### src/rtl/isp_pkg.sv
// Constants and state layout for the IRQ pending, offset and sub-source block
package isp_pkg;
    localparam logic [31:0] ADDR_IRQ_PEND   = 32'h4a000010;
    localparam logic [31:0] ADDR_OFFSET     = 32'h4a000014;
    localparam logic [31:0] ADDR_SUB_PEND   = 32'h4a000018;
    localparam logic [31:0] ADDR_SUB_MASK   = 32'h4a00001c;
    localparam logic [31:0] ADDR_EVT_STATUS = 32'h4a000020;
    localparam logic [31:0] ADDR_EVT_ENABLE = 32'h4a000024;
    localparam logic [31:0] ADDR_EVT_CLEAR  = 32'h4a000028;

    localparam int          NUM_SUB         = 11;
    localparam int          NUM_EVT         = 2;
    localparam logic [4:0]  RSVD_SRC_HI     = 5'h18;
    localparam logic [4:0]  RSVD_SRC_LO     = 5'h06;

    // Sub-source field positions
    localparam int          SUB_UART0_LO    = 0;
    localparam int          SUB_UART1_LO    = 3;
    localparam int          SUB_UART2_LO    = 6;
    localparam int          SUB_TOUCH       = 9;
    localparam int          SUB_ADC         = 10;

    // Main request output positions
    localparam int          MAIN_UART0      = 0;
    localparam int          MAIN_UART1      = 1;
    localparam int          MAIN_UART2      = 2;
    localparam int          MAIN_ADC        = 3;

    // Event status bit positions
    localparam int          EVT_IRQ_LATCH   = 0;
    localparam int          EVT_SUB_RECORD  = 1;

    localparam logic [31:0] RST_IRQ_PEND    = 32'h00000000;
    localparam logic [4:0]  RST_OFFSET      = 5'h00;
    localparam logic [10:0] RST_SUB_PEND    = 11'h000;
    localparam logic [31:0] RST_SUB_MASK    = 32'h00003777;
    localparam logic [1:0]  RST_EVT         = 2'h0;

    typedef struct packed {
        logic [31:0] irq_pend;
        logic [4:0]  offset;
        logic [10:0] sub_pend;
        logic [31:0] sub_mask;
        logic [1:0]  evt_status;
        logic [1:0]  evt_enable;
        logic        irq_core;
        logic        evt_irq;
        logic [3:0]  main_req;
        logic [31:0] prdata;
        logic        pready;
        logic        pslverr;
    } isp_state_t;

    localparam isp_state_t RST_STATE = '{
        irq_pend:   RST_IRQ_PEND,
        offset:     RST_OFFSET,
        sub_pend:   RST_SUB_PEND,
        sub_mask:   RST_SUB_MASK,
        evt_status: RST_EVT,
        evt_enable: RST_EVT,
        irq_core:   1'b0,
        evt_irq:    1'b0,
        main_req:   4'h0,
        prdata:     32'h00000000,
        pready:     1'b0,
        pslverr:    1'b0
    };
endpackage

### src/rtl/isp_irq_sub.sv
// IRQ pending, offset, sub-source pending and sub-mask block with APB slave
//
// Overview of operation
// - One pending flag per source, bits 31..0; bits 24 and 6 always read zero.
// - Offset register holds bit number of the IRQ-mode source now pending.
// - Offset returns to zero by itself once the pending flag is cleared.
// - Fast-interrupt mode sources never touch pending flags or offset.
// - Offset is read-only, resets to zero, writes ignored.
// - Sub-source pending write clears bits written one, keeps bits written zero.
// - Eleven sub-source flags at bits 10..0; bits 31..11 read zero.
// - Sub-mask one hides a sub-source from service but it stays pending.
// - Sub-mask uses the same positions and resets to the printed value.
// - At most one pending flag set, naming the source driving IRQ.
// - Software clears pending flags by writing ones, after the source flags.
//
// The APB interface to the registers was left to the implementer.
`timescale 1ns/10ps
module isp_irq_sub
    import isp_pkg::*;
(
    input  wire logic        clk,
    input  wire logic        rst,
    input  wire logic        psel,
    input  wire logic        penable,
    input  wire logic        pwrite,
    input  wire logic [31:0] paddr,
    input  wire logic [31:0] pwdata,
    output logic      [31:0] prdata,
    output logic             pready,
    output logic             pslverr,
    input  wire logic        winner_valid,
    input  wire logic [4:0]  winner_num,
    input  wire logic [31:0] fiq_mode,
    input  wire logic [10:0] sub_req,
    output logic      [31:0] irq_pending_flags,
    output logic      [4:0]  irq_offset_code,
    output logic             irq_core,
    output logic      [3:0]  main_req,
    output logic             evt_irq
);
    isp_state_t st;
    isp_state_t next_st;

    logic        acc;
    logic        wr;
    logic        rd_start;
    logic [31:0] pend_kept;
    logic [31:0] win_onehot;
    logic        win_ok;
    logic [10:0] sub_new;
    logic [1:0]  evt_set;
    logic [1:0]  evt_clr;
    logic [31:0] rdata;
    logic        hit;

    assign acc = psel & penable;
    assign wr  = acc & pwrite & st.pready;

    always_comb begin
        next_st = st;

        // Bus answer comes one cycle into the access phase
        rd_start   = acc & ~st.pready;
        next_st.pready = rd_start;
        hit = 1'b1;
        case (paddr)
            ADDR_IRQ_PEND:   rdata = st.irq_pend;
            ADDR_OFFSET:     rdata = {27'h0000000, st.offset};
            ADDR_SUB_PEND:   rdata = {21'h000000, st.sub_pend};
            ADDR_SUB_MASK:   rdata = st.sub_mask;
            ADDR_EVT_STATUS: rdata = {30'h00000000, st.evt_status};
            ADDR_EVT_ENABLE: rdata = {30'h00000000, st.evt_enable};
            ADDR_EVT_CLEAR:  rdata = 32'h00000000;
            default: begin
                rdata = 32'h00000000;
                hit   = 1'b0;
            end
        endcase
        next_st.prdata  = (rd_start & ~pwrite) ? rdata : 32'h00000000;
        next_st.pslverr = rd_start & ~hit;

        // Pending flags: cleared by ones, then at most one new winner latched
        pend_kept = st.irq_pend;
        if (wr && paddr == ADDR_IRQ_PEND) begin
            pend_kept = st.irq_pend & ~pwdata;
        end
        win_onehot = 32'h00000001 << winner_num;
        win_ok = winner_valid && ((fiq_mode & win_onehot) == 32'h00000000)
               && winner_num != RSVD_SRC_HI && winner_num != RSVD_SRC_LO;
        if (pend_kept == 32'h00000000 && win_ok) begin
            next_st.irq_pend = win_onehot;
            next_st.offset   = winner_num;
        end else begin
            next_st.irq_pend = pend_kept;
            if (pend_kept == 32'h00000000) begin
                next_st.offset = RST_OFFSET;
            end
        end
        next_st.irq_core = next_st.irq_pend != 32'h00000000;

        // Sub-source pending: a new request wins over a same-cycle clear
        next_st.sub_pend = st.sub_pend;
        if (wr && paddr == ADDR_SUB_PEND) begin
            next_st.sub_pend = st.sub_pend & ~pwdata[10:0];
        end
        sub_new = sub_req & ~st.sub_pend;
        next_st.sub_pend = next_st.sub_pend | sub_req;

        if (wr && paddr == ADDR_SUB_MASK) begin
            next_st.sub_mask = pwdata;
        end

        next_st.main_req[MAIN_UART0] = |(next_st.sub_pend[SUB_UART0_LO +: 3]
                                        & ~next_st.sub_mask[SUB_UART0_LO +: 3]);
        next_st.main_req[MAIN_UART1] = |(next_st.sub_pend[SUB_UART1_LO +: 3]
                                        & ~next_st.sub_mask[SUB_UART1_LO +: 3]);
        next_st.main_req[MAIN_UART2] = |(next_st.sub_pend[SUB_UART2_LO +: 3]
                                        & ~next_st.sub_mask[SUB_UART2_LO +: 3]);
        next_st.main_req[MAIN_ADC] = (next_st.sub_pend[SUB_ADC] & ~next_st.sub_mask[SUB_ADC])
                                   | (next_st.sub_pend[SUB_TOUCH] & ~next_st.sub_mask[SUB_TOUCH]);

        // Event status: set wins over clear
        evt_set = 2'h0;
        evt_set[EVT_IRQ_LATCH]  = st.irq_pend == 32'h00000000 && next_st.irq_pend != 32'h00000000;
        evt_set[EVT_SUB_RECORD] = sub_new != 11'h000;
        evt_clr = (wr && paddr == ADDR_EVT_CLEAR) ? pwdata[1:0] : 2'h0;
        next_st.evt_status = (st.evt_status & ~evt_clr) | evt_set;
        if (wr && paddr == ADDR_EVT_ENABLE) begin
            next_st.evt_enable = pwdata[1:0];
        end
        next_st.evt_irq = (next_st.evt_status & next_st.evt_enable) != 2'h0;
    end

    always_ff @(posedge clk or posedge rst) begin
        if (rst) begin
            st <= RST_STATE;
        end else begin
            st <= next_st;
        end
    end

    assign prdata            = st.prdata;
    assign pready            = st.pready;
    assign pslverr           = st.pslverr;
    assign irq_pending_flags = st.irq_pend;
    assign irq_offset_code   = st.offset;
    assign irq_core          = st.irq_core;
    assign main_req          = st.main_req;
    assign evt_irq           = st.evt_irq;
endmodule

### config.mk
export PLATFORM = sky130hd
export DESIGN_NAME = isp_irq_sub
export DESIGN_NICKNAME = d
export VERILOG_FILES = /design/src/rtl/isp_pkg.sv /design/src/rtl/isp_irq_sub.sv
export SDC_FILE = /design/constraint.sdc
export NUM_CORES = 1
export LEC_CHECK = 0
export BUFFER_PORTS_ARGS = -buffer_cell sky130_fd_sc_hd__buf_2
export CAP_MARGIN = 20
export CORE_MARGIN = 8
export CORE_UTILIZATION = 50
export DETAILED_ROUTE_END_ITERATION = 10
export PLACE_DENSITY = 0.8
export SYNTH_ARGS = -nofsm -noshare
export SYNTH_HDL_FRONTEND = slang
export SYNTH_SLANG_ARGS = --single-unit
### constraint.sdc
create_clock -name clk -period 4.85 [get_ports clk]
set_clock_uncertainty 0.2 [all_clocks]
set_input_delay 0.2425 -clock clk [delete_from_list [all_inputs] [get_ports clk]]
set_output_delay 0.2425 -clock clk [all_outputs]
set_load 0.03 [all_outputs]
==> results of run 1 <==
[flip-flops by register name, summed over array words and instances, names as in the netlist]
register / cells
prdata: 32
irq_offset_code: 5
irq_pending_flags: 32
st: 47
evt_irq: 1
main_req: 4
pready: 1
irq_core: 1
pslverr: 1
[cell families (layout without fill, tap and decap cells)]
group,count (synthesis),after routing
DFF,124,124
AOI/OAI and AO/OA,163,163
and+or+nand+nor,205,205
muxes,37,37
buffers and inverters,145,314
[worst max-delay path, cell delays in order]
cell	delay (ns)
dlygate4sd3_1	0.52
buf_2	0.12
and4_1	0.77
buf_4	0.30
nand2_1	0.07
o31ai_1	0.36
nand4_1	0.22
nor4_4	0.54
nand2_4	0.35
or2_1	0.32
[power by group through the flow]
stage | logic, W | registers [W] | clock network (W)
final | 0.000836 | 0.00124 | 0.00132
after global routing | 0.000893 | 0.00124 | 0.00137
after CTS | 0.000823 | 0.00123 | 0.00132
after detailed placement | 0.000791 | 0.00125 | 0
after global placement | 0.000778 | 0.00125 | 0
after floorplan | 0.000679 | 0.00120 | 0
[area by class of cell]
class / count / area, um^2 / share of cell area [%]
Multi-Input combinational cell: 405 / 2820 / 33.2
Inverter: 24 / 92.6 / 1.09
Tap cell: 176 / 220 / 2.59
Clock inverter: 6 / 110 / 1.30
Timing Repair Buffer: 259 / 1620 / 19.1
Sequential cell: 124 / 3120 / 36.7
Clock buffer: 25 / 505 / 5.95
[path summary, 6_finish.rpt]
| kind | cells after the start | endpoint | slack (ns) | from |
|---|---|---|---|---|
| max in group asynchronous | 5 | st[46]$_DFF_PP1_ | 3.00 | rst |
| worst max register to register | 8 | irq_core$_DFF_PP0_ | 1.20 | pready$_DFF_PP0_ |
| worst min-delay path | 3 | irq_pending_flags[11]$_DFF_PP0_ | 0.08 | winner_num[0] |
| worst max-delay path | 10 | irq_core$_DFF_PP0_ | 1.12 | penable |
| worst min register to register | 1 | st[66]$_DFFE_PP0P_ | 0.31 | st[66]$_DFFE_PP0P_ |
| min in group asynchronous | 3 | prdata[6]$_DFF_PP0_ | 0.21 | rst |
[per-layer routing]
metal  track usage, %  vias to the layer above  part of all wire [%]
li1                 -                     2729                     -
met1             29.8                     2958                    39
met2             38.4                      418                    47
met3             7.83                       77                    10
met4             11.5                        0                   4.0
met5                0                        -                     0
[placed cells by master (no fill, tap or decap), types with 3 or more instances in the layout]
master           n
mux2_2          34
clkbuf_16       17
clkbuf_1         3
clkbuf_8         5
nand4_1         43
nand2_1         50
nor4_1          10
and4_1           8
o21ai_0          4
a32oi_1          3
a31oi_1          9
dfrtp_1        113
o21ai_1         26
nor2b_1          6
or2_1            7
a21oi_1         18
bufinv_16        3
buf_2          194
o21bai_1         6
dfstp_2         11
a21o_1           4
nand3_1          3
dlygate4sd3_1   52
o211ai_1         5
inv_1           23
buf_4           11
a222oi_1        10
nand3b_1         4
o21ai_2          3
a22o_1           3
o31ai_1         30
a22oi_1         25
nor2_1          39
nor4_2           7
and2_1           3
[timing repair]
item | in CTS | in global routing
endpoints found under the hold margin | 140 | 0
hold buffers | 52 | 0
endpoints found under the setup margin | 0 | 0
[cells in the mapped netlist (11+ instances only)]
master    number
dfrtp_1      113
buf_4         74
nand2_1       50
nand4_1       43
nor2_1        41
mux2_2        34
o31ai_1       30
clkbuf_1      26
o21ai_1       26
a22oi_1       25
inv_1         24
a21oi_1       18
buf_2         15
dfstp_2       11
[through the flow]
stage / std cells / util, %
final: 1019 / 63.9
after global routing: 1019 / 63.9
after CTS: 1017 / 63.5
after detailed placement: 934 / 55.0
after global placement: 934 / 55.0
after floorplan: 674 / -
==> impl_metrics.yaml, run 1 <==
run_status:
  status: "finished clean"
critical_path:
  critPathMaxFanout: 36
  start_kind: "input pin"
  cp.arrival_ns: 3.83
  criticalPathCategory: "in -> reg"
  crit_path_end_kind: "flop"
  crit_required_ns: 4.95
clock_network:
  cts_made_buffers: 17
  postCtsSetupBuffers: 0
  clk_pin_slew_ns: 0.06
  cts_tree: "done"
  clock_latency_ns: 0.42
  cts_root_buffer: "clkbuf_16"
  clock_sinks: 124
  cts_buffer_depth: 2
  cts_htree_levels: 4
  ctsResizeCount: 0
synth:
  synth-seq-cells: 124
  synth_top_family_by_area: "simple AND/OR/NAND/NOR gates"
  synth_area_leaders: "dfrtp_1 42%, buf_4 8.2%, mux2_2 5.6%"
  muxShareOfSynthArea_pct: 6.25
  yosysUniqueCellTypes: 65
  synth_top_area_cell: "dfrtp_1"
  syn_nets: 792
  synth_xor_area_share_pct: 0
  ys_warn_count: 0
  synth_top_area_share_pct: 41.6
  ys.flop_type: "dfrtp_1"
  synth_area_per_cell_um2: 10.1
  synth_fa_ha_area_share_pct: 0
  async_flop_share_pct: 100
  synthCells: 674
  synthSimpleGateAreaFrac_pct: 18.1
  synth_edf_count: 0
  ys_seq_area_share_pct: 45.8
  synth_area_um2: 6810
  synth-compound-area-share_pct: 17.0
pwr:
  ir_worst_vdd_mv: 0.350
  power.internal_w: 0.00226
  netSwitchingFraction_pct: 33.4
  p_total_w: 0.00339
  leakagePower_nw: 3.88
  pwr-share-comb_pct: 24.7
  seq_power_share_pct: 36.5
  powerDensity_nw_per_um2: 399
  pwr-share-clk_pct: 38.9
  p_switching_w: 0.00113
die:
  fp.dieArea_um2: 17600
  placementRows: 42
  die_x_um: 133
  boundaryPins: 195
  die_h_um: 133
  start_util_pct: 51.2
  coreArea_um2: 13300
global_route:
  grt_pass1_vias: 6434
  grt_overflow: 0
  grt_max_degree: 82
  grt_util_all_layers_pct: 24.4
  grt_pass1_wl_mm: 34.6
  antenna_found_initial: 0
sta:
  period_share_pct: 76.9
  whs_ns: 0.0767
  setup_viol: 0
  slew_violations: 0
  rsz0062_at_grt: "no"
  tightestPinTransition_ns: 0.936
  fmax_mhz: 268
  final_hold_viol_count: 0
  period_needed_ns: 3.73
  setup_slack_ns: 1.12
  finalSetupTns_ns: 0
  slew_headroom_pct: 37.5
placed_design:
  portBuffers: 194
  hpwl_mm: 14.6
  gp_congestion: 0.887
  place_area_um2: 7310
  dp_slack_ns: 0.984
drt:
  drc: 0
  antenna_left: 0
  drt-wirelength-per-cell_um: 21.3
  finalWirelength_mm: 21.7
  drt-initial-drc-count: 762
  drt_first_pass_iters: 8
  vias_per_cell: 6.07
  vias: 6182
flow_run:
  drv_cap: 0
layout:
  n_antenna_cell: 0
  fill_cells: 1053
  design_area_um2: 8490
  final_layout_size_suffix_gt1_share_pct: 36.5
  syn2layout_area_growth_pct: 24.7
  nets: 949
worst_hold_path:
  min_path_type: "in -> reg"
(Power assumes the default switching activity.)
==> run 2: changes to the inputs <==
--- a/config.mk
+++ b/config.mk
@@ -8,9 +8,9 @@
 export BUFFER_PORTS_ARGS = -buffer_cell sky130_fd_sc_hd__buf_2
 export CAP_MARGIN = 20
 export CORE_MARGIN = 8
-export CORE_UTILIZATION = 50
+export CORE_UTILIZATION = 48
 export DETAILED_ROUTE_END_ITERATION = 10
-export PLACE_DENSITY = 0.8
+export PLACE_DENSITY = 0.81
 export SYNTH_ARGS = -nofsm -noshare
 export SYNTH_HDL_FRONTEND = slang
 export SYNTH_SLANG_ARGS = --single-unit
==> constraint.sdc (replaced) <==
create_clock -name clk -period 3 [get_ports clk]
set_clock_uncertainty 0.2 [all_clocks]
set_input_delay 0.15 -clock clk [delete_from_list [all_inputs] [get_ports clk]]
set_output_delay 0.15 -clock clk [all_outputs]
set_load 0.03 [all_outputs]
==> impl_metrics.yaml, run 2 (same netlist as run 1, synthesis figures left out) <==
placed_design:
  dp.cells: 960
  hpwl_mm: 15.1
  gp_congestion: 0.887
  portBuffers: 194
layout:
  fin_cells: 1056
  final_cell_mix: "194 x buf_2, 113 x dfrtp_1, 64 x dlygate4sd3_1"
  regMostFlops: "st"
  n_antenna_cell: 0
  layout_commonest_cell: "buf_2"
  final_util_pct: 63.4
  largest_register_ffs: 47
  nets: 981
  syn2layout_area_growth_pct: 29.3
  final_layout_size_suffix_gt1_share_pct: 38.2
die:
  placementRows: 43
  coreArea_um2: 13900
  die_x_um: 135
  boundaryPins: 195
  start_util_pct: 49.0
  die_h_um: 135
  fp.dieArea_um2: 18200
clock_network:
  cts_buffer_depth: 2
  cts_htree_levels: 4
  cts_made_buffers: 17
  cts_root_buffer: "clkbuf_16"
  cts_tree: "done"
  clk_pin_slew_ns: 0.06
  postCtsSetupBuffers: 0
  clock_latency_ns: 0.42
  clock_sinks: 124
drt:
  drc: 0
  vias_per_cell: 6.08
  antenna_left: 0
  drt-initial-drc-count: 803
  vias: 6420
  drt_first_pass_iters: 8
  finalWirelength_mm: 22.0
  drt-wirelength-per-cell_um: 20.8
critical_path:
  cp_num_buf_inv: 5
  cp_slowest_cell: "dlygate4sd3_1"
  start_kind: "input pin"
  critPathMaxFanout: 11
  path_delay_family: "buffers and inverters"
  cpMostUsedCell: "dlygate4sd3_1"
  crit_required_ns: 3.10
  criticalPathCategory: "in -> reg"
  critical_path.cell_chain: "buf_2 -> dlygate4sd3_1 -> nor2_1 -> or4b_4 -> nor4_2 -> buf_4 -> nand2_1 -> a21oi_1 -> dlygate4sd3_1 -> inv_1"
  crit_path_end_kind: "flop"
  cp.arrival_ns: 2.99
  critPathMaxStageDelay_ns: 0.59
global_route:
  grt_overflow: 0
  grt_pass1_wl_mm: 35.2
  grt_max_degree: 53
  grt_pass1_vias: 6757
  grt_util_all_layers_pct: 24.1
  antenna_found_initial: 0
run_status:
  status: "finished clean"
pwr:
  p_total_w: 0.00553
  leakagePower_nw: 4.02
  ir_worst_vdd_mv: 0.518
  powerDensity_nw_per_um2: 629
flow_run:
  drv_cap: 0
sta:
  fmax_mhz: 347
  period_share_pct: 96.1
  whs_ns: 0.0761
  slew_violations: 0
  finalSetupTns_ns: 0
  setup_viol: 0
  period_needed_ns: 2.88
  rsz0062_at_grt: "no"
  tightestPinTransition_ns: 0.870
  slew_headroom_pct: 41.9
  final_hold_viol_count: 0
worst_hold_path:
  min_path_type: "in -> reg"
[run 2: power by group]
| group | switching [W] | internal, W |
|---|---|---|
| Combinational | 0.000947 | 0.000516 |
| Clock | 0.000750 | 0.00132 |
| Sequential | 0.000193 | 0.00181 |
[run 2: tightest hold or removal path: cells and delay by family]
kind	cells	cell delay (ns)
buffers and inverters	1	0.18
and+or+nand+nor	1	0.17
AOI/OAI and AO/OA	1	0.15
[run 2: area by class of cell]
type	instances	area (um^2)
sequential	124	3120
tap	180	225
clock inverter	12	148
inverter	24	93.8
timing repair buffer	291	1920
fill	1062	5080
clock buffer	20	447
multi-input combinational	405	2850
[run 2: worst paths after layout]
check	from	endpoint	slack [ns]	depth (start not counted)
worst min-delay path	winner_num[1]	irq_offset_code[1]$_DFFE_PP0P_	0.08	3
worst max register to register	pready$_DFF_PP0_	irq_pending_flags[11]$_DFF_PP0_	0.16	9
max in group asynchronous	rst	st[57]$_DFFE_PP1P_	1.56	4
worst max-delay path	paddr[0]	st[79]$_DFF_PP0_	0.12	10
min in group asynchronous	rst	main_req[0]$_DFF_PP0_	0.25	3
worst min register to register	st[55]$_DFFE_PP0P_	st[55]$_DFFE_PP0P_	0.31	1
[run 2: what timing repair did]
| item | CTS | global route |
|---|---|---|
| hold buffers | 64 | 0 |
| endpoints found under the setup margin | 0 | 20 |
| hold endpoints to repair | 115 | 0 |
| gates resized for setup | 0 | 5 |
[run 2: stage by stage]
stage               worst slack [ns]  instance area (um^2)
finish                         0.117                  8800
detailed placement           -0.0470                  7540
global placement              0.0642                  7540
CTS                            0.128                  8770
global route                  0.0177                  8800
floorplan                      0.195                  6810
[run 2: layer usage]
metal | share of wire [%] | GRT usage [%]
met2 | 46 | 36.9
met4 | 3.3 | 12.2
met1 | 39 | 29.4
met5 | 0 | 0
met3 | 11 | 8.84
